### src/rtl/wlf_defs.svh
// Register indices, field positions, reset values and constants of the wake/filter block.
`ifndef WLF_DEFS_SVH
`define WLF_DEFS_SVH

// ----------------------------------------------------------------------------
// Register word indices (byte address is four times the index).
// ----------------------------------------------------------------------------
`define WLF_IDX_W 7
`define WLF_IDX_WAKE_EN 7'h24
`define WLF_IDX_LINK_EN 7'h26
`define WLF_IDX_STATUS 7'h28
`define WLF_IDX_CMD 7'h30
`define WLF_IDX_A_MASK 7'h32
`define WLF_IDX_A_CRC 7'h36
`define WLF_IDX_A_OFF 7'h38
`define WLF_IDX_A_LB 7'h3A
`define WLF_IDX_B_MASK 7'h40
`define WLF_IDX_B_CRC 7'h44
`define WLF_IDX_B_OFF 7'h46
`define WLF_IDX_B_LB 7'h48
`define WLF_IDX_MAC_LO 7'h50
`define WLF_IDX_MAC_HI 7'h51

// ----------------------------------------------------------------------------
// Status register fields.
// ----------------------------------------------------------------------------
`define WLF_ST_LINK_CHG 0
`define WLF_ST_LINK_UP 1
`define WLF_ST_MAGIC 4
`define WLF_ST_PIN 5
`define WLF_ST_PATTERN 6

// ----------------------------------------------------------------------------
// Filter command register fields.
// ----------------------------------------------------------------------------
`define WLF_CMD_A_EN 0
`define WLF_CMD_A_UNI 1
`define WLF_CMD_B_EN 2
`define WLF_CMD_B_UNI 3
`define WLF_CMD_CASCADE 4
`define WLF_CMD_MASK 8'h1F

// ----------------------------------------------------------------------------
// Wake enable fields.
// ----------------------------------------------------------------------------
`define WLF_WE_LINKUP 0
`define WLF_WE_MAGIC 4
`define WLF_WE_PIN 5
`define WLF_WE_PATTERN 6
`define WLF_WE_MASK 8'h71
`define WLF_LE_MASK 8'h01

// ----------------------------------------------------------------------------
// Reset values and frame constants.
// ----------------------------------------------------------------------------
`define WLF_RST_BYTE 8'h00
`define WLF_RST_CRC 16'h0000
`define WLF_RST_MASK 32'h0000_0000
`define WLF_RST_MAC 48'h0000_0000_0000
`define WLF_CRC_POLY 16'h8005
`define WLF_CRC_INIT 16'hFFFF
`define WLF_WINDOW_LEN 11'h020
`define WLF_DA_LEN 11'h006
`define WLF_IDX_MAX 11'h7FF
`define WLF_BYTE_W 8

`endif

### src/rtl/wlf_pkg.sv
// Types shared by the wake/filter block.
package wlf_pkg;
  typedef logic [7:0] wlf_byte_t;
  typedef logic [15:0] wlf_crc_t;
  typedef logic [31:0] wlf_mask_t;
  typedef logic [10:0] wlf_index_t;
endpackage : wlf_pkg

### src/rtl/wlf_top.sv
// Wake/link status and wake-frame filter control with a classic Wishbone slave.
//
// Overview of operation
// - Link change sets bit 0; read clears.
// - Bit 1 shows current link state.
// - Magic packet wake sets bit 4; read clears.
// - External pin wake sets bit 5; read clears.
// - Pattern frame wake sets bit 6; read clears.
// - Command bit 0 enables filter A.
// - Command bit 2 enables filter B.
// - Unicast bit demands destination equals station address, except A's under cascade.
// - Unicast bit clear accepts any destination.
// - Cascade bit merges filters, uses B's CRC.
// - With cascade, filter B starts after A's window plus offset.
// - Without cascade, either filter qualifies a frame.
// - Match needs CRC and last byte equal.
// - Offset unit is two bytes from destination.
// - 32-bit mask, one bit per byte.
// - Enabled wake events raise wake interrupt.
//
// Chosen here: register access over Wishbone.
`timescale 1ns/1ps
`include "wlf_defs.svh"

module wlf_top #(
  parameter int ADDR_W = 9
) (
  // Clock and reset.
  input wire logic clk_i,
  input wire logic rst_i,
  // Wishbone slave.
  input wire logic wb_cyc_i,
  input wire logic wb_stb_i,
  input wire logic wb_we_i,
  input wire logic [ADDR_W-1:0] wb_adr_i,
  input wire logic [3:0] wb_sel_i,
  input wire logic [31:0] wb_dat_i,
  output logic [31:0] wb_dat_o,
  output logic wb_ack_o,
  // Receive byte stream from the MAC.
  input wire logic rx_sof_i,
  input wire logic rx_valid_i,
  input wire wlf_pkg::wlf_byte_t rx_data_i,
  input wire logic rx_eof_i,
  // Wake sources.
  input wire logic magic_detect_i,
  input wire logic external_wake_pin_i,
  input wire logic link_up_i,
  // Interrupt lines.
  output logic wake_irq_o,
  output logic link_irq_o
);
  import wlf_pkg::*;

  // --------------------------------------------------------------------------
  // Registers.
  // --------------------------------------------------------------------------
  wlf_byte_t wake_irq_enable_reg;
  wlf_byte_t link_irq_enable_reg;
  wlf_byte_t filter_command_reg;
  wlf_mask_t filter_a_byte_mask_reg;
  wlf_mask_t filter_b_byte_mask_reg;
  wlf_crc_t filter_a_crc_reg;
  wlf_crc_t filter_b_crc_reg;
  wlf_byte_t filter_a_offset_reg;
  wlf_byte_t filter_b_offset_reg;
  wlf_byte_t filter_a_last_byte_reg;
  wlf_byte_t filter_b_last_byte_reg;
  logic [47:0] station_mac_address_reg;
  logic link_change_event_reg;
  logic magic_wake_event_reg;
  logic pin_wake_event_reg;
  logic pattern_wake_event_reg;
  logic [31:0] rd_next;

  // --------------------------------------------------------------------------
  // Bus decode.
  // --------------------------------------------------------------------------
  logic [`WLF_IDX_W-1:0] idx;
  logic req;
  logic wr;
  logic rd_status;

  assign idx = wb_adr_i[ADDR_W-1:2];
  assign req = wb_cyc_i && wb_stb_i && !wb_ack_o;
  assign wr = req && wb_we_i;
  assign rd_status = req && !wb_we_i && (idx == `WLF_IDX_STATUS);
  // Merges the enabled byte lanes of a write into a 32-bit value.
  function automatic logic [31:0] lanes(input logic [31:0] old, input logic [31:0] d,
                                        input logic [3:0] sel);
    logic [31:0] r;
    r = old;
    for (int i = 0; i < 4; i++) begin
      if (sel[i]) begin
        r[i*8 +: 8] = d[i*8 +: 8];
      end
    end
    return r;
  endfunction : lanes
  // Acknowledges every access one cycle after the strobe, then drops it.
  always_ff @(posedge clk_i) begin
    if (rst_i) begin
      wb_ack_o <= 1'b0;
      wb_dat_o <= 32'h0000_0000;
    end else begin
      wb_ack_o <= req;
      wb_dat_o <= req && !wb_we_i ? rd_next : 32'h0000_0000;
    end
  end

  // --------------------------------------------------------------------------
  // Link state sampling and pin synchroniser.
  // --------------------------------------------------------------------------
  logic link_meta_reg;
  logic link_sync_reg;
  logic link_prev_reg;
  logic pin_meta_reg;
  logic pin_sync_reg;
  logic pin_prev_reg;
  logic link_change;
  logic pin_rise;
  // Brings the asynchronous link level and wake pin into the clock domain.
  always_ff @(posedge clk_i) begin
    if (rst_i) begin
      link_meta_reg <= 1'b0;
      link_sync_reg <= 1'b0;
      link_prev_reg <= 1'b0;
      pin_meta_reg <= 1'b0;
      pin_sync_reg <= 1'b0;
      pin_prev_reg <= 1'b0;
    end else begin
      link_meta_reg <= link_up_i;
      link_sync_reg <= link_meta_reg;
      link_prev_reg <= link_sync_reg;
      pin_meta_reg <= external_wake_pin_i;
      pin_sync_reg <= pin_meta_reg;
      pin_prev_reg <= pin_sync_reg;
    end
  end

  assign link_change = link_sync_reg != link_prev_reg;
  assign pin_rise = pin_sync_reg && !pin_prev_reg;
  // --------------------------------------------------------------------------
  // Frame tracking and destination check.
  // --------------------------------------------------------------------------
  wlf_index_t byte_idx_reg;
  logic da_ok_reg;
  wlf_byte_t mac_byte;
  logic [2:0] da_pos;

  assign da_pos = byte_idx_reg[2:0];
  assign mac_byte = station_mac_address_reg[8'(47 - 8 * da_pos) -: 8];

  // Counts frame bytes from the first destination byte and checks the address.
  always_ff @(posedge clk_i) begin
    if (rst_i || rx_sof_i) begin
      byte_idx_reg <= 11'h000;
      da_ok_reg <= 1'b1;
    end else if (rx_valid_i) begin
      if (byte_idx_reg < `WLF_DA_LEN && rx_data_i != mac_byte) begin
        da_ok_reg <= 1'b0;
      end
      if (byte_idx_reg != `WLF_IDX_MAX) begin
        byte_idx_reg <= byte_idx_reg + 11'h001;
      end
    end
  end

  // --------------------------------------------------------------------------
  // Pattern filters.
  // --------------------------------------------------------------------------
  logic cascade;
  wlf_index_t a_start;
  wlf_index_t b_start;
  wlf_crc_t a_crc;
  logic a_match;
  logic b_match;
  logic a_hit;
  logic b_hit;
  logic pattern_hit;
  assign cascade = filter_command_reg[`WLF_CMD_CASCADE];
  assign a_start = {2'b00, filter_a_offset_reg, 1'b0};
  // Cascaded filter B begins after A's 32 bytes plus its own offset.
  assign b_start = (cascade ? a_start + `WLF_WINDOW_LEN : 11'h000)
                   + {2'b00, filter_b_offset_reg, 1'b0};
  wlf_filter u_filter_a (
    .clk_i(clk_i), .rst_i(rst_i), .frame_start_i(rx_sof_i), .byte_valid_i(rx_valid_i),
    .byte_data_i(rx_data_i), .byte_index_i(byte_idx_reg), .start_i(a_start),
    .mask_i(filter_a_byte_mask_reg), .crc_prog_i(filter_a_crc_reg),
    .last_prog_i(filter_a_last_byte_reg), .chain_i(1'b0), .chain_crc_i(`WLF_CRC_INIT),
    .crc_o(a_crc), .match_o(a_match)
  );
  wlf_filter u_filter_b (
    .clk_i(clk_i), .rst_i(rst_i), .frame_start_i(rx_sof_i), .byte_valid_i(rx_valid_i),
    .byte_data_i(rx_data_i), .byte_index_i(byte_idx_reg), .start_i(b_start),
    .mask_i(filter_b_byte_mask_reg), .crc_prog_i(filter_b_crc_reg),
    .last_prog_i(filter_b_last_byte_reg), .chain_i(cascade), .chain_crc_i(a_crc),
    .crc_o(), .match_o(b_match)
  );
  // Qualifies each filter with its enable and unicast setting.
  assign a_hit = filter_command_reg[`WLF_CMD_A_EN] && a_match
                 && (!filter_command_reg[`WLF_CMD_A_UNI] || da_ok_reg);
  assign b_hit = filter_command_reg[`WLF_CMD_B_EN] && b_match
                 && (!filter_command_reg[`WLF_CMD_B_UNI] || da_ok_reg);
  // Cascade checks only the merged result; otherwise either filter suffices.
  assign pattern_hit = rx_eof_i && (cascade
                       ? (b_hit && filter_command_reg[`WLF_CMD_A_EN])
                       : (a_hit || b_hit));

  // --------------------------------------------------------------------------
  // Event flags; a new event wins over the clearing read.
  // --------------------------------------------------------------------------
  always_ff @(posedge clk_i) begin
    if (rst_i) begin
      link_change_event_reg <= 1'b0;
      magic_wake_event_reg <= 1'b0;
      pin_wake_event_reg <= 1'b0;
      pattern_wake_event_reg <= 1'b0;
    end else begin
      if (link_change) begin
        link_change_event_reg <= 1'b1;
      end else if (rd_status) begin
        link_change_event_reg <= 1'b0;
      end
      if (magic_detect_i && wake_irq_enable_reg[`WLF_WE_MAGIC]) begin
        magic_wake_event_reg <= 1'b1;
      end else if (rd_status) begin
        magic_wake_event_reg <= 1'b0;
      end
      if (pin_rise && wake_irq_enable_reg[`WLF_WE_PIN]) begin
        pin_wake_event_reg <= 1'b1;
      end else if (rd_status) begin
        pin_wake_event_reg <= 1'b0;
      end
      if (pattern_hit && wake_irq_enable_reg[`WLF_WE_PATTERN]) begin
        pattern_wake_event_reg <= 1'b1;
      end else if (rd_status) begin
        pattern_wake_event_reg <= 1'b0;
      end
    end
  end

  // --------------------------------------------------------------------------
  // Interrupt lines driven from the flags.
  // --------------------------------------------------------------------------
  always_ff @(posedge clk_i) begin
    if (rst_i) begin
      wake_irq_o <= 1'b0;
      link_irq_o <= 1'b0;
    end else begin
      wake_irq_o <= magic_wake_event_reg || pin_wake_event_reg || pattern_wake_event_reg
                    || (link_change_event_reg && link_sync_reg
                        && wake_irq_enable_reg[`WLF_WE_LINKUP]);
      link_irq_o <= link_change_event_reg && link_irq_enable_reg[0];
    end
  end

  // --------------------------------------------------------------------------
  // Software-written registers.
  // --------------------------------------------------------------------------
  always_ff @(posedge clk_i) begin
    if (rst_i) begin
      wake_irq_enable_reg <= `WLF_RST_BYTE;
      link_irq_enable_reg <= `WLF_RST_BYTE;
      filter_command_reg <= `WLF_RST_BYTE;
      filter_a_byte_mask_reg <= `WLF_RST_MASK;
      filter_b_byte_mask_reg <= `WLF_RST_MASK;
      filter_a_crc_reg <= `WLF_RST_CRC;
      filter_b_crc_reg <= `WLF_RST_CRC;
      filter_a_offset_reg <= `WLF_RST_BYTE;
      filter_b_offset_reg <= `WLF_RST_BYTE;
      filter_a_last_byte_reg <= `WLF_RST_BYTE;
      filter_b_last_byte_reg <= `WLF_RST_BYTE;
      station_mac_address_reg <= `WLF_RST_MAC;
    end else if (wr && wb_sel_i[0]) begin
      unique case (idx)
        `WLF_IDX_WAKE_EN: wake_irq_enable_reg <= wb_dat_i[7:0] & `WLF_WE_MASK;
        `WLF_IDX_LINK_EN: link_irq_enable_reg <= wb_dat_i[7:0] & `WLF_LE_MASK;
        `WLF_IDX_CMD: filter_command_reg <= wb_dat_i[7:0] & `WLF_CMD_MASK;
        `WLF_IDX_A_OFF: filter_a_offset_reg <= wb_dat_i[7:0];
        `WLF_IDX_B_OFF: filter_b_offset_reg <= wb_dat_i[7:0];
        `WLF_IDX_A_LB: filter_a_last_byte_reg <= wb_dat_i[7:0];
        `WLF_IDX_B_LB: filter_b_last_byte_reg <= wb_dat_i[7:0];
        default: ;
      endcase
    end
    if (!rst_i && wr) begin
      unique case (idx)
        `WLF_IDX_A_MASK: filter_a_byte_mask_reg <=
          lanes(filter_a_byte_mask_reg, wb_dat_i, wb_sel_i);
        `WLF_IDX_B_MASK: filter_b_byte_mask_reg <=
          lanes(filter_b_byte_mask_reg, wb_dat_i, wb_sel_i);
        `WLF_IDX_A_CRC: filter_a_crc_reg <=
          16'(lanes({16'h0000, filter_a_crc_reg}, wb_dat_i, wb_sel_i));
        `WLF_IDX_B_CRC: filter_b_crc_reg <=
          16'(lanes({16'h0000, filter_b_crc_reg}, wb_dat_i, wb_sel_i));
        `WLF_IDX_MAC_LO: station_mac_address_reg[31:0] <=
          lanes(station_mac_address_reg[31:0], wb_dat_i, wb_sel_i);
        `WLF_IDX_MAC_HI: station_mac_address_reg[47:32] <=
          16'(lanes({16'h0000, station_mac_address_reg[47:32]}, wb_dat_i, wb_sel_i));
        default: ;
      endcase
    end
  end

  // --------------------------------------------------------------------------
  // Read multiplexer; unmapped words read as zero.
  // --------------------------------------------------------------------------
  always_comb begin
    rd_next = 32'h0000_0000;
    unique case (idx)
      `WLF_IDX_WAKE_EN: rd_next[7:0] = wake_irq_enable_reg;
      `WLF_IDX_LINK_EN: rd_next[7:0] = link_irq_enable_reg;
      `WLF_IDX_STATUS: begin
        rd_next[`WLF_ST_LINK_CHG] = link_change_event_reg;
        rd_next[`WLF_ST_LINK_UP] = link_sync_reg;
        rd_next[`WLF_ST_MAGIC] = magic_wake_event_reg;
        rd_next[`WLF_ST_PIN] = pin_wake_event_reg;
        rd_next[`WLF_ST_PATTERN] = pattern_wake_event_reg;
      end
      `WLF_IDX_CMD: rd_next[7:0] = filter_command_reg;
      `WLF_IDX_A_MASK: rd_next = filter_a_byte_mask_reg;
      `WLF_IDX_B_MASK: rd_next = filter_b_byte_mask_reg;
      `WLF_IDX_A_CRC: rd_next[15:0] = filter_a_crc_reg;
      `WLF_IDX_B_CRC: rd_next[15:0] = filter_b_crc_reg;
      `WLF_IDX_A_OFF: rd_next[7:0] = filter_a_offset_reg;
      `WLF_IDX_B_OFF: rd_next[7:0] = filter_b_offset_reg;
      `WLF_IDX_A_LB: rd_next[7:0] = filter_a_last_byte_reg;
      `WLF_IDX_B_LB: rd_next[7:0] = filter_b_last_byte_reg;
      `WLF_IDX_MAC_LO: rd_next = station_mac_address_reg[31:0];
      `WLF_IDX_MAC_HI: rd_next[15:0] = station_mac_address_reg[47:32];
      default: rd_next = 32'h0000_0000;
    endcase
  end
endmodule : wlf_top

### src/rtl/wlf_filter.sv
// One pattern filter: masked CRC-16 and last masked byte over a 32-byte window.
`timescale 1ns/1ps
`include "wlf_defs.svh"

module wlf_filter (
  // Clock and reset.
  input wire logic clk_i,
  input wire logic rst_i,
  // Byte stream.
  input wire logic frame_start_i,
  input wire logic byte_valid_i,
  input wire wlf_pkg::wlf_byte_t byte_data_i,
  input wire wlf_pkg::wlf_index_t byte_index_i,
  // Filter program.
  input wire wlf_pkg::wlf_index_t start_i,
  input wire wlf_pkg::wlf_mask_t mask_i,
  input wire wlf_pkg::wlf_crc_t crc_prog_i,
  input wire wlf_pkg::wlf_byte_t last_prog_i,
  // Chaining from a preceding filter.
  input wire logic chain_i,
  input wire wlf_pkg::wlf_crc_t chain_crc_i,
  // Results.
  output wlf_pkg::wlf_crc_t crc_o,
  output logic match_o
);
  import wlf_pkg::*;

  wlf_crc_t crc_reg;
  wlf_byte_t last_reg;
  logic used_reg;
  wlf_index_t rel;
  logic in_window;
  logic take;
  wlf_crc_t crc_cur;
  wlf_crc_t crc_next;

  // Advances a CRC-16 by one byte, most significant bit first.
  function automatic wlf_crc_t crc_step(input wlf_crc_t c, input wlf_byte_t d);
    wlf_crc_t r;
    logic fb;
    r = c;
    for (int i = `WLF_BYTE_W - 1; i >= 0; i--) begin
      fb = r[15] ^ d[i];
      r = {r[14:0], 1'b0};
      if (fb) begin
        r = r ^ `WLF_CRC_POLY;
      end
    end
    return r;
  endfunction : crc_step

  // Window position and mask selection; each mask bit covers one frame byte.
  assign rel = wlf_index_t'(byte_index_i - start_i);
  assign in_window = (byte_index_i >= start_i) && (rel < `WLF_WINDOW_LEN);
  assign take = byte_valid_i && in_window && mask_i[rel[4:0]];
  // A chained filter carries the earlier filter's CRC until it takes a byte.
  assign crc_cur = (chain_i && !used_reg) ? chain_crc_i : crc_reg;
  assign crc_next = crc_step(crc_cur, byte_data_i);
  assign crc_o = crc_cur;
  assign match_o = (crc_cur == crc_prog_i) && (last_reg == last_prog_i);

  // Accumulates CRC and remembers the last masked byte.
  always_ff @(posedge clk_i) begin
    if (rst_i || frame_start_i) begin
      crc_reg <= `WLF_CRC_INIT;
      last_reg <= `WLF_RST_BYTE;
      used_reg <= 1'b0;
    end else if (take) begin
      crc_reg <= crc_next;
      last_reg <= byte_data_i;
      used_reg <= 1'b1;
    end
  end
endmodule : wlf_filter

### config.mk
export PLATFORM = sky130hd
export DESIGN_NAME = wlf_top
export DESIGN_NICKNAME = d
export VERILOG_FILES = /design/src/rtl/wlf_pkg.sv /design/src/rtl/wlf_top.sv /design/src/rtl/wlf_filter.sv
export VERILOG_INCLUDE_DIRS = /design/src /design/src/rtl
export SDC_FILE = /design/constraint.sdc
export NUM_CORES = 1
export LEC_CHECK = 0
export ABC_AREA = 1
export BUFFER_PORTS_ARGS = -buffer_cell sky130_fd_sc_hd__buf_2
export CAP_MARGIN = 20
export CORE_AREA = 2 2 215 217
export CTS_BUF_LIST = sky130_fd_sc_hd__clkbuf_8
export CTS_CLUSTER_DIAMETER = 200
export DETAILED_ROUTE_END_ITERATION = 6
export DIE_AREA = 0 0 217 219
export PLACE_DENSITY = 0.62
export SLEW_MARGIN = 30
export SYNTH_ARGS = -nofsm -noshare
export SYNTH_HDL_FRONTEND = slang
export SYNTH_HIERARCHICAL = 1
export SYNTH_SLANG_ARGS = --single-unit
### constraint.sdc
create_clock -name clk_i -period 4.85 [get_ports clk_i]
set_clock_uncertainty 0.2 [all_clocks]
set_input_delay 0.2425 -clock clk_i [delete_from_list [all_inputs] [get_ports clk_i]]
set_output_delay 0.2425 -clock clk_i [all_outputs]
set_load 0.01 [all_outputs]
==> results of run 1 <==
## worst paths after layout
path / startpoint / end / cells past startpoint
worst max-delay path: filter_command_reg[4] / u_filter_b/crc_reg[5] / 26
worst min-delay path: wb_sel_i[2] / filter_b_byte_mask_reg[16] / 3
worst max register to register: filter_command_reg[4] / u_filter_b/crc_reg[5] / 26
worst min register to register: pin_meta_reg / pin_sync_reg / 2
## layout by cell type (no fill, tap or decap), types with 6 or more instances in the layout
master	n
nand2_1	638
nand3_1	327
inv_1	265
o21ai_0	179
dfxtp_1	149
edfxtp_1	144
nor2_1	132
a21oi_1	120
buf_2	96
clkbuf_8	66
dlygate4sd3_1	60
o21ai_1	54
xor2_1	38
ha_1	34
conb_1	30
xnor2_1	28
a31oi_1	20
nand4_1	20
nand2_2	18
inv_2	17
buf_4	13
nor2_2	11
nor2_4	10
clkinv_2	9
a221oi_1	9
nor3_1	8
nor4_1	8
mux2_2	8
a41oi_1	7
a22o_1	7
o211ai_1	7
or2_2	7
nand3_2	6
clkinv_1	6
o22ai_1	6
## through the flow
stage / instances / util [%] / hold WS [ns] / setup slack, ns / total power [µW]
floorplan: 2452 / - / 0.126 / 1.10 / 2970
global placement: 3048 / 41.4 / 0.202 / 0.536 / 3130
detailed placement: 3048 / 41.4 / 0.198 / 0.507 / 3130
CTS: 3207 / 45.2 / 0.00660 / 0.485 / 5580
global route: 3207 / 45.2 / 0.0423 / 0.0910 / 5750
finish: 3207 / 45.2 / 0.0474 / 0.419 / 5560
## worst max-delay path: cells and delay by family (launching register included)
family                   cells  cell delay [ns]
flip-flops                   1             0.41
XOR/XNOR                     1             0.13
AND/OR/NAND/NOR             14             1.46
adder cells (fa/ha/maj)      3             0.93
buffers and inverters        4             0.52
AO/OA/AOI/OAI                4             0.66
## power groups by stage
stage	Sequential, µW	Clock [µW]	Combinational [µW]
CTS	2590	2460	531
floorplan	2640	0	335
global placement	2640	0	487
detailed placement	2640	0	494
finish	2590	2430	544
global route	2590	2570	595
## per-layer routing
metal  GRT usage [%]  wire, µm  vias up
met5               0         0        -
li1                -         -     8330
met2            40.1     27300      807
met3            4.26      4570      105
met4            8.81      1890        0
met1            33.4     25700     8261
## layout make-up
type	instances	area (µm²)	share of cell area, %
clock buffers	66	908	4.46
clock inverters	33	186	0.915
inverters	274	1040	5.12
multi-input cells	1771	8970	44.0
flip-flops and latches	293	7310	35.9
well taps	600	751	3.69
repair buffers	170	1200	5.89
## what timing repair did
item	in CTS	in global routing
hold buffers	60	0
endpoints found under the hold margin	205	0
gates resized for setup	0	0
setup endpoints to repair	0	0
==> results by group, run 1 <==
Run status
  • Outcome: complete, no violations

Global routing
  • Pin count of the biggest net entering global routing: 100
  • First-pass GRT wire length: 91400 µm
  • Total Routing Usage GR: 24.8%
  • Antenna violations before repair: 1
  • Vias in the first global route: 16200
  • Congestion Overflow GR: 0

Clocking
  • Post-CTS setup buffer count: 0
  • CTS Buf Count: 53
  • Clock Pin Slew Worst Setup and Hold Paths: 0.06 ns
  • Sink Count: 293
  • Later-pin clock latency in the skew report: 0.68 ns
  • H-Tree Depth: 2
  • CTS tree: yes
  • CTS root buffer: clkbuf_8
  • Clk buf depth: 3

Logic synthesis
  • Cell Area, Synth: 17800 µm²
  • YS warnings: 6
  • Mapped Cells: 2424
  • Mapped Avg Cell Area: 7.35 µm²

STA
  • Actual slew at the worst max-slew pin: 0.892 ns
  • Tcrit/Tclk final: 91.4%
  • Final hold vios: 0
  • Max-slew violation count: 0
  • Setup violations, final: 0
  • Min Tclk post-route: 4.43 ns
  • RSZ-0062 raised after global routing: no
  • Headroom to the max-slew limit: 40.5%
  • Total negative slack: 0 ns
  • Fmax: 226 MHz

Floorplanning
  • Chip width: 217 µm
  • Top Ports: 99
  • Initial Util: 39.5%
  • Vert. Die Dim: 219 µm
  • Row cnt: 78
  • Die ar.: 47500 µm²
  • Core area: 45100 µm²

Worst setup path
  • Worst setup SP type: register
  • CP arrival: 4.76 ns
  • Most frequent CP cell: nand2_1
  • WP data required: 5.18 ns
  • Critical path's slowest cell: fa_1
  • Worst path max stage delay: 0.43 ns
  • Setup crit end kind: register
  • CP Max Fanout: 18
  • Crit Path Category: reg -> reg
  • FF-to-FF setup slack: 0.42 ns

Cells and area
  • Share of cells above drive strength 1: 11.1%
  • Finished Cell Area: 20400 µm²
  • Max reg flops: 48
  • Antenna Cells: 0
  • Filler Cell Count: 4581
  • Layout Nets: 2664
  • Area grow syn2layout: 14.2%

Route
  • Routed vias: 17500
  • DR pass1 iterations: 6
  • Routed WL: 59500 µm
  • Wire per inst: 18.5 µm
  • Detail Route Antenna Nets: 0
  • Avg Vias per Cell: 5.46
  • Iteration-0 DRC Markers: 1998
  • Drc violations: 0

Pwr
  • Pleak: 0.00905 µW
  • Switching pwr: 1520 µW
  • Reg power frac: 46.5%
  • P_int: 4040 µW
  • PwrDens: 273 nW/µm²
  • Clk pwr share: 43.7%
  • Maximum VDD drop: 0.242 mV
  • Combinational share of power: 9.8%
  • Switching share of power: 27.4%

Hold path
  • Worst Hold Class: in -> reg

Place
  • Hpwl dp: 42300 µm
  • Buffers on Ports: 96
  • Placer Congestion: 0.951
  • Placed instance area: 18700 µm²

Flow run
  • Max-cap violation count: 0
No activity file was read; power rests on OpenSTA's default activity.
==> inputs of run 2 (changes only) <==
==> constraint.sdc (replaced) <==
create_clock -name clk_i -period 5.7 [get_ports clk_i]
set_clock_uncertainty 0.2 [all_clocks]
set_input_delay 0.285 -clock clk_i [delete_from_list [all_inputs] [get_ports clk_i]]
set_output_delay 0.285 -clock clk_i [all_outputs]
set_load 0.01 [all_outputs]
==> results by group, run 2 (same netlist as run 1, synthesis figures left out) <==
Run status
  • Outcome: complete, no violations

Route
  • DR pass1 iterations: 6
  • Routed vias: 17400
  • Wire per inst: 18.4 µm
  • Iteration-0 DRC Markers: 1859
  • Avg Vias per Cell: 5.42
  • Routed WL: 59000 µm
  • Detail Route Antenna Nets: 0
  • Drc violations: 0

Floorplanning
  • Die ar.: 47500 µm²
  • Initial Util: 39.5%
  • Top Ports: 99
  • Core area: 45100 µm²
  • Row cnt: 78
  • Chip width: 217 µm
  • Vert. Die Dim: 219 µm

Clocking
  • CTS root buffer: clkbuf_8
  • Cts hold-fix bufs: 52
  • Clk buf depth: 3
  • Clock Pin Slew Worst Setup and Hold Paths: 0.06 ns
  • Later-pin clock latency in the skew report: 0.64 ns
  • H-Tree Depth: 2
  • CTS Buf Count: 55
  • CTS tree: yes
  • Post-CTS setup buffer count: 0
  • Sink Count: 293
  • Number of gates resized after cts: 0

Pwr
  • Switching share of power: 26.9%
  • Pleak: 0.00903 µW
  • Clk pwr share: 43.9%
  • Reg power frac: 46.5%
  • Maximum VDD drop: 0.214 mV
  • PwrDens: 233 nW/µm²
  • Switching pwr: 1270 µW
  • Combinational share of power: 9.6%
  • P_int: 3460 µW

Worst setup path
  • Most frequent CP cell: nand2_1
  • CP Max Fanout: 20
  • Crit Path Category: reg -> reg
  • Reg2reg end: u_filter_b/crc_reg[5]
  • WP data required: 6.02 ns
  • Worst path max stage delay: 0.43 ns
  • Worst r2r src: filter_command_reg[4]
  • Critical Path Source: filter_command_reg[4]
  • Setup crit end kind: register
  • Worst setup SP type: register
  • Critical path's slowest cell: fa_1
  • FF-to-FF setup slack: 1.26 ns
  • CP endpoint: u_filter_b/crc_reg[5]
  • CP arrival: 4.75 ns
  • Reg2reg path depth: 26

STA
  • Actual slew at the worst max-slew pin: 0.892 ns
  • Fmax: 225 MHz
  • Max-slew violation count: 0
  • Tcrit/Tclk final: 77.9%
  • Final hold vios: 0
  • Headroom to the max-slew limit: 40.4%
  • Min Tclk post-route: 4.44 ns
  • Total negative slack: 0 ns
  • RSZ-0062 raised after global routing: no
  • Setup violations, final: 0

Hold path
  • Worst Hold Class: in -> reg

Cells and area
  • Commonest non-fill, non-tap cells in the layout: nand2_1, nand3_1, inv_1, o21ai_0, dfxtp_1
  • Share of cells above drive strength 1: 11.3%
  • Max reg flops: 48
  • Layout Nets: 2659
  • Most common cell after layout, fill and taps aside: nand2_1
  • Filler Cell Count: 4592
  • Area grow syn2layout: 13.9%
  • Antenna Cells: 0
  • Layout Cells excl Fill: 3204

Place
  • Buffers on Ports: 96
  • Hpwl dp: 42300 µm
  • Placer Congestion: 0.931
  • Placed Cells: 3049

Global routing
  • Vias in the first global route: 16100
  • Pin count of the biggest net entering global routing: 72
  • Congestion Overflow GR: 0
  • First-pass GRT wire length: 91300 µm
  • Total Routing Usage GR: 24.7%
  • Antenna violations before repair: 0

Flow run
  • Max-cap violation count: 0
## run 2: worst min path at each step
stage                            start                     end  slack [ns]  cells past startpoint
after floorplan                  rst_i           link_prev_reg        0.17                      1
after global placement    pin_meta_reg            pin_sync_reg        0.20                      2
after detailed placement  pin_meta_reg            pin_sync_reg        0.20                      2
after CTS                  wb_dat_i[2]  filter_a_offset_reg[2]      0.0009                      3
after global routing           wb_we_i      pin_wake_event_reg        0.08                      5
final                          wb_we_i   link_change_event_reg        0.04                      5
## run 2: stage by stage
stage	setup slack [ns]	utilization [%]	total power (µW)	hold slack, ns	instance area, µm²
final	1.26	45.0	4730	0.0397	20300
after global routing	0.791	45.0	4890	0.0768	20300
after CTS	1.30	45.0	4760	0.000852	20300
after detailed placement	1.33	41.4	2660	0.196	18700
after global placement	1.43	41.4	2660	0.202	18700
after floorplan	1.95	-	2530	0.169	17900
## run 2: cell type report
type | instances | area, µm² | area share, %
Multi-Input combinational cell | 1771 | 8970 | 44.2
Sequential cell | 293 | 7310 | 36.0
Timing Repair Buffer | 163 | 1110 | 5.49
Inverter | 274 | 1040 | 5.14
Clock buffer | 68 | 936 | 4.61
Tap cell | 600 | 751 | 3.70
Clock inverter | 35 | 176 | 0.869
## run 2: routing by layer
layer	vias to the layer above	part of all wire, %	GRT usage (%)
met4	0	3.6	10.1
met3	126	7.7	3.20
met1	8114	43	33.0
met5	-	0	0
li1	8336	-	-
met2	775	46	40.4
## run 2: critical path: cells and delay by family (launching register included)
kind,cells,cell delay (ns)
compound gates,4,0.64
xor+xnor,1,0.15
buf+inv,4,0.50
flops,1,0.40
simple gates,14,1.48
fa+ha+maj,3,0.94
## run 2: power groups by stage
stage	clock network, µW	registers (µW)	logic [µW]
floorplan	0	2240	285
global placement	0	2250	412
detailed placement	0	2250	419
CTS	2110	2200	445
global route	2190	2200	500
finish	2070	2200	456
